[config.mk]
export PLATFORM = sky130hd
export DESIGN_NAME = uasp_serial_port
export DESIGN_NICKNAME = d
export VERILOG_FILES = /design/src/uasp_pkg.sv /design/src/uasp_serial_port.sv
export SDC_FILE = /design/constraint.sdc
export NUM_CORES = 1
export LEC_CHECK = 0
export ABC_AREA = 0
export BUFFER_PORTS_ARGS = -buffer_cell sky130_fd_sc_hd__buf_2
export CORE_MARGIN = 2
export CORE_UTILIZATION = 44
export DETAILED_ROUTE_END_ITERATION = 8
export GPL_TIMING_DRIVEN = 0
export HOLD_SLACK_MARGIN = 0.03
export SLEW_MARGIN = 20
export SYNTH_ARGS = -nofsm -noshare
export SYNTH_HDL_FRONTEND = slang
export SYNTH_SLANG_ARGS = --single-unit
[constraint.sdc]
create_clock -name aclk -period 6.2 [get_ports aclk]
set_input_delay 0.62 -clock aclk [delete_from_list [all_inputs] [get_ports aclk]]
set_output_delay 0.62 -clock aclk [all_outputs]
set_load 0.1 [all_outputs]
[src/uasp_pkg.sv]
package uasp_pkg;

  // ----------------------------------------------------------------
  // Register indices (byte address is four times the index)
  // ----------------------------------------------------------------
  localparam logic [5:0] IDX_TX_CONTROL    = 6'h05;
  localparam logic [5:0] IDX_IFACE_SELECT  = 6'h06;
  localparam logic [5:0] IDX_RX_STATUS     = 6'h07;
  localparam logic [5:0] IDX_RX_BUFFER     = 6'h08;
  localparam logic [5:0] IDX_TX_BUFFER     = 6'h09;
  localparam logic [5:0] IDX_IRQ_FLAGS     = 6'h0A;

  // ----------------------------------------------------------------
  // Field positions
  // ----------------------------------------------------------------
  localparam int TXC_NINTH    = 7;
  localparam int TXC_LEN_LO   = 5;
  localparam int TXC_RATE_LO  = 2;
  localparam int TXC_EMPTY    = 1;
  localparam int TXC_ENABLE   = 0;
  localparam int IFS_MODE_LO  = 4;
  localparam int IFS_INVERT   = 3;
  localparam int RXS_NINTH    = 7;
  localparam int RXS_EVEN     = 6;
  localparam int RXS_PAR_EN   = 5;
  localparam int RXS_PAR_ERR  = 4;
  localparam int RXS_OVERRUN  = 3;
  localparam int RXS_FRAMING  = 2;
  localparam int RXS_FULL     = 1;
  localparam int RXS_ENABLE   = 0;
  localparam int IRQ_RX_ERR   = 6;
  localparam int IRQ_RX_FULL  = 5;
  localparam int IRQ_TX_EMPTY = 4;

  // ----------------------------------------------------------------
  // Field codes, divisors and reset values
  // ----------------------------------------------------------------
  localparam logic [1:0] LEN_7BIT   = 2'h0;
  localparam logic [1:0] LEN_8BIT   = 2'h1;
  localparam logic [1:0] LEN_9BIT   = 2'h2;
  localparam logic [1:0] MODE_IO    = 2'h0;
  localparam logic [1:0] MODE_SPI   = 2'h1;
  localparam logic [1:0] MODE_UART  = 2'h2;
  localparam logic [2:0] RATE_TIMER = 3'h6;
  localparam logic [8:0] DIV_13     = 9'h00D;
  localparam logic [8:0] DIV_26     = 9'h01A;
  localparam logic [8:0] DIV_52     = 9'h034;
  localparam logic [8:0] DIV_104    = 9'h068;
  localparam logic [8:0] DIV_208    = 9'h0D0;
  localparam logic [8:0] DIV_416    = 9'h1A0;
  localparam logic [8:0] DIV_96     = 9'h060;
  localparam logic [8:0] DIV_TIMER  = 9'h001;
  localparam logic [7:0] RST_BYTE   = 8'h00;
  localparam logic       RST_TX_EMPTY = 1'b1;
  localparam logic [1:0] RESP_OKAY  = 2'h0;
  localparam logic [1:0] RESP_SLVERR = 2'h2;

endpackage

[src/uasp_serial_port.sv]
// Added by the designer: the AXI4-Lite slave port.
`timescale 1ns/1ps
// Functional notes
// - Nine-bit mode sends control bit 7 ninth.
// - Length code 00/01/10 gives 7/8/9 bits.
// - Rate code picks Fc divisor or timer four.
// - Transmit-empty flag high when holding buffer empty.
// - Writing transmit buffer clears transmit-empty flag.
// - Setting transmit enable clears transmit-empty flag.
// - Transmitter runs only while transmit enable set.
// - Mode field selects I/O, SPI or UART pins; only UART drives txd_oe and lets the receiver start.
// - Invert bit inverts both serial pins.
// - Ninth received bit lands in status bit 7.
// - Parity sense: 0 odd, 1 even.
// - Parity enable adds and checks parity bit.
// - Error flags stick until software clears.
// - Receive-full set when character complete.
// - Reading status clears receive-full flag.
// - Setting receive enable clears receive-full flag.
// - Receiver runs only while receive enable set.
// - Receive buffer is read only.
// - Transmit buffer is write only.
// - Full and empty events raise sticky flags.
// - Receive errors raise flag, cleared by disable.

module uasp_serial_port (
  // Clock and reset
  input  wire logic        aclk,
  input  wire logic        aresetn,
  // AXI4-Lite write address
  input  wire logic [7:0]  awaddr,
  input  wire logic [2:0]  awprot,
  input  wire logic        awvalid,
  output wire logic        awready,
  // AXI4-Lite write data
  input  wire logic [31:0] wdata,
  input  wire logic [3:0]  wstrb,
  input  wire logic        wvalid,
  output wire logic        wready,
  // AXI4-Lite write response
  output logic      [1:0]  bresp,
  output logic             bvalid,
  input  wire logic        bready,
  // AXI4-Lite read address
  input  wire logic [7:0]  araddr,
  input  wire logic [2:0]  arprot,
  input  wire logic        arvalid,
  output wire logic        arready,
  // AXI4-Lite read data
  output logic      [31:0] rdata,
  output logic      [1:0]  rresp,
  output logic             rvalid,
  input  wire logic        rready,
  // Bit-rate source from timer four, one-cycle pulse per bit
  input  wire logic        timer_four_output,
  // Serial pins
  input  wire logic        rxd_in,
  output logic             txd_out,
  output logic             txd_oe
);

  typedef enum logic {TX_IDLE, TX_SHIFT} uasp_tx_state_t;
  typedef enum logic {RX_IDLE, RX_BUSY} uasp_rx_state_t;

  // ----------------------------------------------------------------
  // Registers
  // ----------------------------------------------------------------
  logic                 tx_ninth_bit;
  logic [1:0]           char_length_field;
  logic [2:0]           bit_rate_field;
  logic                 tx_empty_flag;
  logic                 transmit_enable;
  logic [1:0]           interface_mode_field;
  logic                 pin_invert_enable;
  logic                 rx_ninth_bit;
  logic                 parity_even;
  logic                 parity_enable;
  logic                 parity_fault_flag;
  logic                 rx_lost_char_flag;
  logic                 framing_fault_flag;
  logic                 rx_full_flag;
  logic                 receive_enable;
  logic [7:0]           rx_data_buffer;
  logic [7:0]           tx_data_buffer;
  logic                 tx_pending;
  logic                 rx_error_irq_flag;
  logic                 rx_full_irq_flag;
  logic                 tx_empty_irq_flag;

  // ----------------------------------------------------------------
  // AXI4-Lite slave
  // ----------------------------------------------------------------
  logic                 aw_have;
  logic                 w_have;
  logic [5:0]           aw_idx;
  logic [7:0]           w_byte;
  logic                 w_lane0;
  logic [7:0]           rd_mux;
  logic                 rd_hit;

  wire                  wr_go   = aw_have && w_have;
  wire                  wr_hit  = (aw_idx >= uasp_pkg::IDX_TX_CONTROL) &&
                                  (aw_idx <= uasp_pkg::IDX_IRQ_FLAGS);
  wire                  wr_en   = wr_go && w_lane0;
  wire                  wr_ctrl = wr_en && (aw_idx == uasp_pkg::IDX_TX_CONTROL);
  wire                  wr_ifs  = wr_en && (aw_idx == uasp_pkg::IDX_IFACE_SELECT);
  wire                  wr_stat = wr_en && (aw_idx == uasp_pkg::IDX_RX_STATUS);
  wire                  wr_txb  = wr_en && (aw_idx == uasp_pkg::IDX_TX_BUFFER);
  wire                  wr_irq  = wr_en && (aw_idx == uasp_pkg::IDX_IRQ_FLAGS);
  wire                  ar_fire = arvalid && arready;
  wire [5:0]            rd_idx  = araddr[7:2];
  wire                  rd_stat = ar_fire && (rd_idx == uasp_pkg::IDX_RX_STATUS);

  assign awready = !aw_have && !bvalid;
  assign wready  = !w_have && !bvalid;
  assign arready = !rvalid;

  always_ff @(posedge aclk) begin
    if (!aresetn) begin
      aw_have <= 1'b0;
      w_have  <= 1'b0;
      aw_idx  <= 6'h00;
      w_byte  <= 8'h00;
      w_lane0 <= 1'b0;
      bvalid  <= 1'b0;
      bresp   <= uasp_pkg::RESP_OKAY;
    end else begin
      if (awvalid && awready) begin
        aw_have <= 1'b1;
        aw_idx  <= awaddr[7:2];
      end
      if (wvalid && wready) begin
        w_have  <= 1'b1;
        w_byte  <= wdata[7:0];
        w_lane0 <= wstrb[0];
      end
      if (wr_go) begin
        aw_have <= 1'b0;
        w_have  <= 1'b0;
        bvalid  <= 1'b1;
        bresp   <= wr_hit ? uasp_pkg::RESP_OKAY : uasp_pkg::RESP_SLVERR;
      end else if (bvalid && bready) begin
        bvalid <= 1'b0;
      end
    end
  end

  // The transmit buffer reads as zero: it never returns its character.
  always_comb begin
    rd_hit = 1'b1;
    case (rd_idx)
      uasp_pkg::IDX_TX_CONTROL:
        rd_mux = {tx_ninth_bit, char_length_field, bit_rate_field,
                  tx_empty_flag, transmit_enable};
      uasp_pkg::IDX_IFACE_SELECT:
        rd_mux = {2'h0, interface_mode_field, pin_invert_enable, 3'h0};
      uasp_pkg::IDX_RX_STATUS:
        rd_mux = {rx_ninth_bit, parity_even, parity_enable, parity_fault_flag,
                  rx_lost_char_flag, framing_fault_flag, rx_full_flag,
                  receive_enable};
      uasp_pkg::IDX_RX_BUFFER:
        rd_mux = rx_data_buffer;
      uasp_pkg::IDX_TX_BUFFER:
        rd_mux = 8'h00;
      uasp_pkg::IDX_IRQ_FLAGS:
        rd_mux = {1'b0, rx_error_irq_flag, rx_full_irq_flag, tx_empty_irq_flag, 4'h0};
      default: begin
        rd_mux = 8'h00;
        rd_hit = 1'b0;
      end
    endcase
  end

  always_ff @(posedge aclk) begin
    if (!aresetn) begin
      rvalid <= 1'b0;
      rdata  <= 32'h0000_0000;
      rresp  <= uasp_pkg::RESP_OKAY;
    end else if (ar_fire) begin
      rvalid <= 1'b1;
      rdata  <= {24'h00_0000, rd_mux};
      rresp  <= rd_hit ? uasp_pkg::RESP_OKAY : uasp_pkg::RESP_SLVERR;
    end else if (rready) begin
      rvalid <= 1'b0;
    end
  end

  // ----------------------------------------------------------------
  // Bit-rate selection
  // ----------------------------------------------------------------
  logic [8:0]           period;

  always_comb begin
    case (bit_rate_field)
      3'h0:    period = uasp_pkg::DIV_13;
      3'h1:    period = uasp_pkg::DIV_26;
      3'h2:    period = uasp_pkg::DIV_52;
      3'h3:    period = uasp_pkg::DIV_104;
      3'h4:    period = uasp_pkg::DIV_208;
      3'h5:    period = uasp_pkg::DIV_416;
      3'h6:    period = uasp_pkg::DIV_TIMER;
      default: period = uasp_pkg::DIV_96;
    endcase
  end

  // In timer mode every timer pulse is one bit, so the count runs on it.
  wire os_tick = (bit_rate_field == uasp_pkg::RATE_TIMER) ? timer_four_output : 1'b1;
  wire [3:0] data_len = (char_length_field == uasp_pkg::LEN_7BIT) ? 4'h7 :
                        (char_length_field == uasp_pkg::LEN_9BIT) ? 4'h9 : 4'h8;
  wire [3:0] frame_bits = data_len + {3'h0, parity_enable} + 4'h2;
  wire uart_mode = (interface_mode_field == uasp_pkg::MODE_UART);

  // ----------------------------------------------------------------
  // Transmitter
  // ----------------------------------------------------------------
  uasp_tx_state_t       tx_state;
  logic [11:0]          tx_shreg;
  logic [11:0]          tx_frame;
  logic [8:0]           tx_cnt;
  logic [3:0]           tx_left;
  logic [8:0]           tx_word;

  wire tx_bit_tick = (tx_state == TX_SHIFT) && os_tick && (tx_cnt == 9'h000);
  // A write in the same cycle wins the buffer, so the load waits a cycle.
  wire tx_load = (tx_state == TX_IDLE) && tx_pending && transmit_enable && !wr_txb;
  wire txe_rise = wr_ctrl && w_byte[uasp_pkg::TXC_ENABLE] && !transmit_enable;
  wire tx_par = ^tx_word ^ !parity_even;

  always_comb begin
    tx_word = {tx_ninth_bit, tx_data_buffer};
    if (data_len == 4'h7)
      tx_word[8:7] = 2'h0;
    else if (data_len == 4'h8)
      tx_word[8] = 1'b0;
    tx_frame = 12'hFFF;
    tx_frame[0] = 1'b0;
    for (int i = 0; i < 9; i++) begin
      if (i < int'(data_len))
        tx_frame[i + 1] = tx_word[i];
    end
    if (parity_enable)
      tx_frame[data_len + 4'h1] = tx_par;
  end

  always_ff @(posedge aclk) begin
    if (!aresetn) begin
      tx_state <= TX_IDLE;
      tx_shreg <= 12'hFFF;
      tx_cnt   <= 9'h000;
      tx_left  <= 4'h0;
    end else if (!transmit_enable) begin
      tx_state <= TX_IDLE;
      tx_shreg <= 12'hFFF;
    end else begin
      case (tx_state)
        TX_IDLE: begin
          if (tx_load) begin
            tx_state <= TX_SHIFT;
            tx_shreg <= tx_frame;
            tx_left  <= frame_bits;
            tx_cnt   <= period - 9'h001;
          end
        end
        TX_SHIFT: begin
          if (tx_bit_tick) begin
            tx_shreg <= {1'b1, tx_shreg[11:1]};
            tx_left  <= tx_left - 4'h1;
            tx_cnt   <= period - 9'h001;
            if (tx_left == 4'h1)
              tx_state <= TX_IDLE;
          end else if (os_tick) begin
            tx_cnt <= tx_cnt - 9'h001;
          end
        end
        default: tx_state <= TX_IDLE;
      endcase
    end
  end

  // ----------------------------------------------------------------
  // Receiver
  // ----------------------------------------------------------------
  uasp_rx_state_t       rx_state;
  logic                 rx_sync1;
  logic                 rx_sync2;
  logic                 rx_prev;
  logic [11:0]          rx_sh;
  logic [8:0]           rx_cnt;
  logic [3:0]           rx_left;
  logic [3:0]           rx_len;
  logic                 rx_pen;
  logic [8:0]           rx_d9;

  wire rx_pin = rx_sync2 ^ pin_invert_enable;
  wire rx_fall = rx_prev && !rx_pin;
  wire [3:0] rx_total = rx_len + {3'h0, rx_pen} + 4'h2;
  wire rx_sample = (rx_state == RX_BUSY) && os_tick && (rx_cnt == 9'h000);
  wire rx_first = rx_sample && (rx_left == rx_total);
  wire rx_done = rx_sample && (rx_left == 4'h1) && receive_enable;
  wire [11:0] rx_next = {rx_pin, rx_sh[11:1]};
  wire [11:0] rx_aligned = rx_next >> (4'hC - rx_total);
  wire rx_par_err = rx_pen && (rx_aligned[rx_len + 4'h1] != (^rx_d9 ^ !parity_even));
  wire rx_frm_err = !rx_pin;
  wire rx_ovr_err = rx_full_flag && !rd_stat;
  wire rxe_rise = wr_stat && w_byte[uasp_pkg::RXS_ENABLE] && !receive_enable;

  always_comb begin
    rx_d9 = 9'h000;
    for (int i = 0; i < 9; i++) begin
      if (i < int'(rx_len))
        rx_d9[i] = rx_aligned[i + 1];
    end
  end

  always_ff @(posedge aclk) begin
    if (!aresetn) begin
      rx_sync1 <= 1'b1;
      rx_sync2 <= 1'b1;
      rx_prev  <= 1'b1;
    end else begin
      rx_sync1 <= rxd_in;
      rx_sync2 <= rx_sync1;
      rx_prev  <= rx_pin;
    end
  end

  // The count restarts at the start edge, so sampling lands mid-bit.
  always_ff @(posedge aclk) begin
    if (!aresetn) begin
      rx_state <= RX_IDLE;
      rx_sh    <= 12'h000;
      rx_cnt   <= 9'h000;
      rx_left  <= 4'h0;
      rx_len   <= 4'h8;
      rx_pen   <= 1'b0;
    end else if (!receive_enable) begin
      rx_state <= RX_IDLE;
    end else begin
      case (rx_state)
        RX_IDLE: begin
          if (rx_fall && uart_mode) begin
            rx_state <= RX_BUSY;
            rx_sh    <= 12'h000;
            rx_cnt   <= {1'b0, period[8:1]};
            rx_len   <= data_len;
            rx_pen   <= parity_enable;
            rx_left  <= frame_bits;
          end
        end
        RX_BUSY: begin
          if (rx_sample) begin
            rx_sh   <= rx_next;
            rx_cnt  <= period - 9'h001;
            rx_left <= rx_left - 4'h1;
            // A high start sample was a glitch, not a character.
            if ((rx_first && rx_pin) || rx_left == 4'h1)
              rx_state <= RX_IDLE;
          end else if (os_tick) begin
            rx_cnt <= rx_cnt - 9'h001;
          end
        end
        default: rx_state <= RX_IDLE;
      endcase
    end
  end

  // ----------------------------------------------------------------
  // Control, status and flags; a hardware set always beats a clear
  // ----------------------------------------------------------------
  wire next_tx_empty = tx_load | (tx_empty_flag & !(wr_txb | txe_rise));
  wire next_rx_full = rx_done | (rx_full_flag & !(rd_stat | rxe_rise));
  wire next_par_err = (rx_done & rx_par_err) |
                      (parity_fault_flag & !(wr_stat & !w_byte[uasp_pkg::RXS_PAR_ERR]));
  wire next_ovr_err = (rx_done & rx_ovr_err) |
                      (rx_lost_char_flag & !(wr_stat & !w_byte[uasp_pkg::RXS_OVERRUN]));
  wire next_frm_err = (rx_done & rx_frm_err) |
                      (framing_fault_flag & !(wr_stat & !w_byte[uasp_pkg::RXS_FRAMING]));
  wire any_err = rx_done & (rx_par_err | rx_ovr_err | rx_frm_err);

  always_ff @(posedge aclk) begin
    if (!aresetn) begin
      {tx_ninth_bit, char_length_field, bit_rate_field} <= 6'h00;
      transmit_enable      <= 1'b0;
      tx_empty_flag        <= uasp_pkg::RST_TX_EMPTY;
      interface_mode_field <= uasp_pkg::MODE_IO;
      pin_invert_enable    <= 1'b0;
      {parity_even, parity_enable, receive_enable} <= 3'h0;
      {parity_fault_flag, rx_lost_char_flag, framing_fault_flag} <= 3'h0;
      rx_full_flag         <= 1'b0;
      rx_ninth_bit         <= 1'b0;
      rx_data_buffer       <= uasp_pkg::RST_BYTE;
      tx_data_buffer       <= uasp_pkg::RST_BYTE;
      tx_pending           <= 1'b0;
      {rx_error_irq_flag, rx_full_irq_flag, tx_empty_irq_flag} <= 3'h0;
    end else begin
      if (wr_ctrl) begin
        tx_ninth_bit      <= w_byte[uasp_pkg::TXC_NINTH];
        char_length_field <= w_byte[uasp_pkg::TXC_LEN_LO +: 2];
        bit_rate_field    <= w_byte[uasp_pkg::TXC_RATE_LO +: 3];
        transmit_enable   <= w_byte[uasp_pkg::TXC_ENABLE];
      end
      if (wr_ifs) begin
        interface_mode_field <= w_byte[uasp_pkg::IFS_MODE_LO +: 2];
        pin_invert_enable    <= w_byte[uasp_pkg::IFS_INVERT];
      end
      if (wr_stat) begin
        parity_even    <= w_byte[uasp_pkg::RXS_EVEN];
        parity_enable  <= w_byte[uasp_pkg::RXS_PAR_EN];
        receive_enable <= w_byte[uasp_pkg::RXS_ENABLE];
      end
      if (wr_txb) begin
        tx_data_buffer <= w_byte;
        tx_pending     <= 1'b1;
      end else if (tx_load) begin
        tx_pending <= 1'b0;
      end
      if (rx_done) begin
        rx_data_buffer <= rx_d9[7:0];
        rx_ninth_bit   <= rx_d9[8];
      end
      tx_empty_flag      <= next_tx_empty;
      rx_full_flag       <= next_rx_full;
      parity_fault_flag  <= next_par_err;
      rx_lost_char_flag  <= next_ovr_err;
      framing_fault_flag <= next_frm_err;
      rx_full_irq_flag   <= rx_done | (rx_full_irq_flag &
                            !(wr_irq & !w_byte[uasp_pkg::IRQ_RX_FULL]));
      tx_empty_irq_flag  <= tx_load | (tx_empty_irq_flag &
                            !(wr_irq & !w_byte[uasp_pkg::IRQ_TX_EMPTY]));
      rx_error_irq_flag  <= any_err | (rx_error_irq_flag & receive_enable &
                            !(wr_irq & !w_byte[uasp_pkg::IRQ_RX_ERR]));
    end
  end

  // ----------------------------------------------------------------
  // Pins
  // ----------------------------------------------------------------
  always_ff @(posedge aclk) begin
    if (!aresetn) begin
      txd_out <= 1'b1;
      txd_oe  <= 1'b0;
    end else begin
      txd_out <= tx_shreg[0] ^ pin_invert_enable;
      txd_oe  <= uart_mode;
    end
  end
endmodule

==> impl_results.md, run 1 <==
- Residual DRC: 0
- Sw Share: between 20% and 30%
- Root Driver: clkbuf_16
- Initial antenna violation count: 0
- Pint: 1.47 mW
- Leakage: 3.37 nW
- Status: finished clean
- Max cap viols: 0
- Worst vdd ir: 186 uV
- Power density cells: 244 nW/um^2
- Number of global-route vias before repair: 5,845
- Syn avg cell area: between 8 and 9 um^2
- Mean routed wirelength per cell: 16.6 um
- Placement Cell Area: about 7800 um^2
- DR vias: 6,386
- Area grow syn2layout: 16.3%
- Drt total wl: 19.7 mm
- Fin util: a little over half
- NumNets Final: ~1,000
- Peak Freq: approximately 0.24 GHz
- # diodes: 0
- Flops & latches, synth: around 130
- Post_cts resized: 0
- PortBufs: 43
- WP data required: ~6.5 ns
- Die W: 132 um
- Net Sw Power: 0.565 mW
- CP endpoint kind: flop
- Seq pwr share: 41.6%
- CP Launch Type: flop
- Largest net degree at the start of global routing: 17
- First-pass GRT wire length: 31.8 mm
- Rel. slew slack: 31.1%
- Post-DP HPWL: 14.7 mm
- Sequential-to-total area share from yosys stat: 35.7%
- First-pass DRT Iterations: 6
- CTS tree: built
- Largest area contributor in the netlist: dfxtp_1
- Hold_buf cts: 0
- Ports: 110
- Hold Fails Final Rpt: 0
- Placed instance count: between 1,000 and 1,500
- Mapped cell area: 7180 um^2
- Mapped Cells: roughly 870
- Die H: 132 um
- Worst slew pin tran: 1.02 ns
- Combinational share of power: 9.3%
- Crit path DAT: 4.53 ns
- Layout Cells excl Fill: between 1,000 and 1,500
- Power share of the clock group: a little under 50%
- Num CTS Buffers: 17
- Vias/cell: 5.38
- Worst Path Class, Setup: flop to flop
- Top_reg_cell synth: dfxtp_1
- Top cell type's share of synthesized area: 35.7%
- Number of DRC markers in iteration 0: 553
- Post-route clock skew: 0.00886 ns
- CTS clock-pin slew for the worst setup and hold paths: 0.06 ns
- Share of layout cells above drive strength 1: 14.6%
- Worst-Skew Late Latency: 0.42 ns
- Clock Sinks: 128
- Final max-slew violation count: 0
- Design Area, Final: 8350 um^2
- Clk buf depth: 2
- Filler instances: 1,587
- Hold Path Class: input port to flop
- Min cycle time layout: 4.19 ns
- Finish-stage setup viols: 0
- Asr flop ratio synth: 0%
- Top area cells in the synthesized netlist: dfxtp_1 36%, nor2_1 6.0%, mux2i_1 5.6%
- Pwr Total: roughly 2.0 mW
- Critical-path maximum fanout: 10
- Ys Warns: 0
- Num rows: 46
- DRT antenna net count: 0
- Core area: around 16,000 um^2
- Final period utilization: 67.6%
- TNS Setup: 0 ns
- Initial Utilization: 45.1%
- Unrepaired setup endpoints after global routing: false
- Netlist cell types: 79
- EDFF count, synth: 0
- Die Area: 17,400 um^2
- CTS H-Tree Depth: 4
- Grt ovf: 0
- Total GRT Usage: 23.1%
- Gpl congestion: between 0.8 and 0.9
- Post-CTS setup buffer count: 0
flip-flops by register name (all words and copies together), names as in the netlist, 4 cells and up:
name / count
rx_left: 4
rx_cnt: 9
tx_cnt: 9
rx_data_buffer: 8
rx_sh: 11
tx_left: 4
w_byte: 8
tx_shreg: 12
rdata: 8
aw_idx: 6
tx_data_buffer: 8
through the flow:
| stage | setup WS (ns) | hold WS (ns) |
|---|---|---|
| after floorplan | 2.76 | 0.386 |
| after global placement | 2.02 | 0.413 |
| after detailed placement | 2.05 | 0.409 |
| after CTS | 2.03 | 0.361 |
| after global routing | 1.77 | 0.376 |
| final | 2.01 | 0.369 |
power by group through the flow:
stage / sequential [mW] / combinational [mW] / clock, mW
floorplan: 0.878 / 0.139 / 0
global placement: 0.864 / 0.189 / 0
detailed placement: 0.865 / 0.190 / 0
CTS: 0.846 / 0.190 / 1.01
global route: 0.848 / 0.200 / 1.04
finish: 0.846 / 0.190 / 1.00
path summary, 6_finish.rpt:
check                           slack [ns]      start                end  cells after the start
worst max-delay path                  2.01  rx_len[2]  rx_error_irq_flag                     14
worst min-delay path                  0.37     rxd_in           rx_sync1                      2
worst max register to register        2.01  rx_len[2]  rx_error_irq_flag                     14
worst min register to register        0.42   rx_sync1           rx_sync2                      1
routing by layer:
| metal | wire length [um] | vias to the layer above | part of all wire [%] | GRT usage, % |
|---|---|---|---|---|
| li1 | - | 3211 | - | - |
| met1 | 9360 | 2963 | 47 | 32.0 |
| met2 | 8990 | 188 | 46 | 37.0 |
| met3 | 1090 | 24 | 5.5 | 4.19 |
| met4 | 307 | 0 | 1.6 | 6.88 |
| met5 | 0 | - | 0 | 0 |
worst max-delay path: stages (launching register included):
cell     delay (ns)
dfxtp_1        0.49
inv_1          0.16
ha_1           0.32
buf_6          0.13
buf_4          0.20
inv_1          0.06
ha_1           0.23
xnor2_2        0.47
mux2i_1        0.39
o22a_1         0.27
nor3b_1        0.07
or4_1          0.46
a31oi_1        0.19
xnor3_1        0.50
o22ai_2        0.16
synthesized netlist by cell type (all sizes together), types with 3 or more instances:
cell type	number
dfxtp	128
nor2	116
nand2	86
a21oi	73
mux2i	41
o21ai	41
clkbuf	38
buf	35
inv	33
nand3	26
xnor2	23
ha	19
nor3	19
a211oi	18
nor2b	12
a31oi	11
o22ai	11
xor2	11
or3	10
and2	9
mux4	8
o21a	8
a222oi	7
mux2	7
o211ai	7
a22oi	6
nand2b	6
a221oi	5
nor3b	5
or2	5
nand4	4
nor4	4
or4	4
and3	3
nand3b	3
cell type report:
type	instances	area [um^2]	area share [%]
multi-input combinational	661	4200	50.2
sequential	128	2560	30.7
clock buffer	18	429	5.14
buffer	73	399	4.78
tap	216	270	3.23
timing repair buffer	43	215	2.58
clock inverter	14	155	1.86
inverter	34	128	1.53
layout by cell type (no fill, tap or decap), types with 4 or more instances in the layout:
cell | netlist | routed
a211oi_1 | 18 | 18
clkbuf_1 | 37 | 38
mux2i_1 | 40 | 40
inv_1 | 32 | 32
dfxtp_1 | 128 | 128
a31oi_1 | 11 | 11
xor2_1 | 10 | 10
a21oi_1 | 73 | 73
buf_4 | 28 | 28
nor2_1 | 114 | 114
mux2_2 | 5 | 5
buf_2 | 3 | 46
o21ai_0 | 37 | 37
o21a_1 | 8 | 8
xnor2_1 | 21 | 21
or3_1 | 8 | 8
ha_1 | 19 | 19
clkbuf_16 | 0 | 17
a222oi_1 | 7 | 7
mux4_2 | 8 | 8
nor3_1 | 19 | 19
nand2_1 | 85 | 85
or2_2 | 4 | 4
conb_1 | 1 | 26
a22oi_1 | 6 | 6
nand4_1 | 4 | 4
or4_1 | 4 | 4
nor3b_1 | 5 | 5
a221oi_1 | 5 | 5
inv_6 | 0 | 5
o22ai_1 | 10 | 10
o211ai_1 | 7 | 7
nand2b_1 | 6 | 6
nor2b_1 | 12 | 12
and2_1 | 9 | 9
nand3_1 | 26 | 26
cells by family after synthesis:
family                     Yosys count  synth area share, %
xor gates and xnor gates            35                 4.77
adders and majority gates           19                 3.31
and+or+nand+nor                    317                 20.8
DFF                                128                 35.7
buffers and inverters              107                 7.33
AOI/OAI and AO/OA                  208                 18.6
other                                1               0.0522
muxes                               56                 9.49
No activity file was read; power rests on OpenSTA's default activity.
==> run 2, diff against run 1 <==
==> constraint.sdc (replaced) <==
create_clock -name aclk -period 3.9 [get_ports aclk]
set_input_delay 0.39 -clock aclk [delete_from_list [all_inputs] [get_ports aclk]]
set_output_delay 0.39 -clock aclk [all_outputs]
set_load 0.1 [all_outputs]
==> run 2 against run 1 <==
Sequential cell count did not move. Cell area rose by 0.81%. Sequential share of layout area fell by 0.23 points. Fmax rose by 13%. Global-route usage barely moved. Critical path depth did not move. Largest power group unchanged. Register-to-register slack got worse by 1.8 ns.
==> impl_results.md, run 2 (synthesized netlist as in run 1, its figures left out) <==
- Gpl congestion: 0.874 (unchanged)
- CP Launch Type: flop
- CTS clock-pin slew for the worst setup and hold paths: 0.06 ns (about the same)
- Worst flop-to-flop path startpoint: rx_len[2]
- Mean routed wirelength per cell: 16.7 um (+0.37%)
- Met1 Use GR: 32.0% (+0.072 points)
- Initial Utilization: 45.1% (unchanged)
- DR vias: 6,419 (+0.52%)
- Hold_buf cts: 0 (unchanged)
- Initial antenna violation count: 0 (unchanged)
- Total GRT Usage: 23.1% (about the same)
- Worst R2R Path Depth: 14 (unchanged)
- Max reg flops: 12 (unchanged)
- Clock Sinks: 128 (unchanged)
- Number of DRC markers in iteration 0: 483 (-13%)
- WP data required: 4.24 ns (-2.30 ns)
- Most frequent cells in the layout: 127 x dfxtp_1, 114 x nor2_1, 85 x nand2_1
- Post-route clock skew: 0.0116 ns (+0.00274 ns)
- Peak Freq: 0.269 GHz (+13%)
- Seq pwr share: 41.6% (about the same)
- Crit path DAT: 4.06 ns (-0.47 ns)
- Biggest register: tx_shreg
- Post-DP HPWL: 14.7 mm (unchanged)
- Hold Path Sink: rx_sync1
- Root Driver: clkbuf_16
- Hold wc startpoint: rxd_in
- Critical-path maximum fanout: 10 (unchanged)
- Die W: 132 um (unchanged)
- PortBufs: 43 (unchanged)
- Vias/cell: 5.40 (+0.35%)
- Ports: 110 (unchanged)
- Die Area: 17,400 um^2 (unchanged)
- NumNets Final: 1,046 (+0.19%)
- Die H: 132 um (unchanged)
- Net Sw Power: 0.900 mW (+59%)
- CP endpoint kind: flop
- Largest net degree at the start of global routing: 17 (unchanged)
- Worst hold margin: 0.141 ns (-0.228 ns)
- Placement Cell Area: 7770 um^2 (unchanged)
- Grt ovf: 0 (unchanged)
- Worst-Skew Late Latency: 0.43 ns (about the same)
- Number of global-route vias before repair: 5,837 (-0.14%)
- First-pass DRT Iterations: 5 (-1)
- Post-place setup slack: -0.254 ns (-2.30 ns)
- Design Area, Final: 8420 um^2 (+0.81%)
- Max cap viols: 0 (unchanged)
- Top Usage Layer GRT: met2
- GR Util met3: 4.19% (unchanged)
- Min cycle time layout: 3.72 ns (-0.472 ns)
- Min-Delay Path Depth: 2 (unchanged)
- Unrepaired setup endpoints after global routing: false
- Rel. slew slack: 31.0% (-0.069 points)
- Share of layout cells above drive strength 1: 15.4% (+0.79 points)
- Drt total wl: 19.9 mm (+0.54%)
- Power density cells: 384 nW/um^2 (+58%)
- Layout Cells excl Fill: 1,189 (+0.17%)
- R2r setup slk: 0.18 ns (-1.83 ns)
- Worst r2r dst: rx_error_irq_flag
- Power share of the clock group: 49.1% (about the same)
- Final period utilization: 95.3% (+28 points)
- Global Route met2 Usage: 36.9% (-0.058 points)
- Num rows: 46 (unchanged)
- Status: finished clean
- Biggest regs: tx_shreg: 12 flops, rx_sh: 11 flops
- Final max-slew violation count: 0 (unchanged)
- Worst Path Class, Setup: flop to flop
- Sw Share: 27.8% (about the same)
- Residual DRC: 0 (unchanged)
- Combinational share of power: 9.3% (about the same)
- Area grow syn2layout: 17.2%
- Worst vdd ir: 296 uV (+59%)
- Setup slack after layout: 0.183 ns (-1.83 ns)
- Finish-stage setup viols: 0 (unchanged)
- Worst slew pin tran: 1.02 ns (+0.00101 ns)
- CTS H-Tree Depth: 4 (unchanged)
- Commonest non-fill, non-tap cell in the layout: dfxtp_1
- Core area: 15,900 um^2 (unchanged)
- Hold Path Class: input port to flop
- # diodes: 0 (unchanged)
- First-pass GRT wire length: 31.8 mm (about the same)
- Pint: 2.34 mW (+59%)
- DRT antenna net count: 0 (unchanged)
- Leakage: 3.38 nW (+0.24%)
- Placed instance count: 1,155 (unchanged)
- Num CTS Buffers: 17 (unchanged)
- Clk buf depth: 2 (unchanged)
- Hold Fails Final Rpt: 0 (unchanged)
- CTS tree: built
-- run 2: how the worst max path moves through the flow --
stage	from	endpoint	slack, ns	cells past startpoint
floorplan	rx_len[0]	rx_error_irq_flag	0.46	14
global placement	rx_len[2]	rx_error_irq_flag	-0.28	14
detailed placement	rx_len[2]	rx_error_irq_flag	-0.25	14
CTS	rx_len[2]	rx_error_irq_flag	0.002	14
global route	rx_len[2]	rx_error_irq_flag	0.03	15
finish	rx_len[2]	rx_error_irq_flag	0.18	14
-- run 2: power by group through the flow --
| stage | logic, mW | registers [mW] | clock network [mW] |
|---|---|---|---|
| after floorplan | 0.221 | 1.40 | 0 |
| after global placement | 0.301 | 1.37 | 0 |
| after detailed placement | 0.302 | 1.37 | 0 |
| after CTS | 0.302 | 1.35 | 1.60 |
| after global routing | 0.318 | 1.35 | 1.66 |
| final | 0.302 | 1.35 | 1.59 |
-- run 2: critical path, cell delays in order, from the launching register on --
cell	delay, ns
dfxtp_2	0.41
inv_1	0.12
ha_1	0.31
buf_6	0.13
buf_4	0.20
inv_1	0.06
ha_2	0.37
mux4_2	0.35
mux2i_4	0.21
o22a_1	0.21
nor3b_1	0.07
or4_1	0.47
a31oi_1	0.22
xnor3_2	0.33
o22ai_2	0.15
-- run 2: final cells by class --
class                      count  area, um^2
buffer                        73         399
clock buffer                  18         429
clock inverter                14         155
fill                        1578        7520
inverter                      34         128
multi-input combinational    661        4250
sequential                   128        2560
tap                          216         270
timing repair buffer          45         230
-- run 2: layer usage --
| layer | up-vias | wire (um) |
|---|---|---|
| li1 | 3209 | - |
| met1 | 2989 | 9290 |
| met2 | 201 | 9060 |
| met3 | 20 | 1230 |
| met4 | 0 | 274 |
| met5 | - | 0 |
-- run 2: repair_timing --
action                     in CTS  in global routing
resized for setup               3                  6
pin swaps                       0                  2
setup endpoints to repair       2                  2
buffers inserted                0                  2
cloned                          0                  0
-- run 2: stage by stage --
step           util, %  setup TNS, ns  power [mW]
2_1_floorplan        -              0        1.62
3_3_place_gp      48.7         -0.534        1.68
3_5_place_dp      48.7         -0.492        1.68
4_1_cts           52.5              0        3.25
5_1_grt           52.8              0        3.33
6_report          52.8              0        3.24
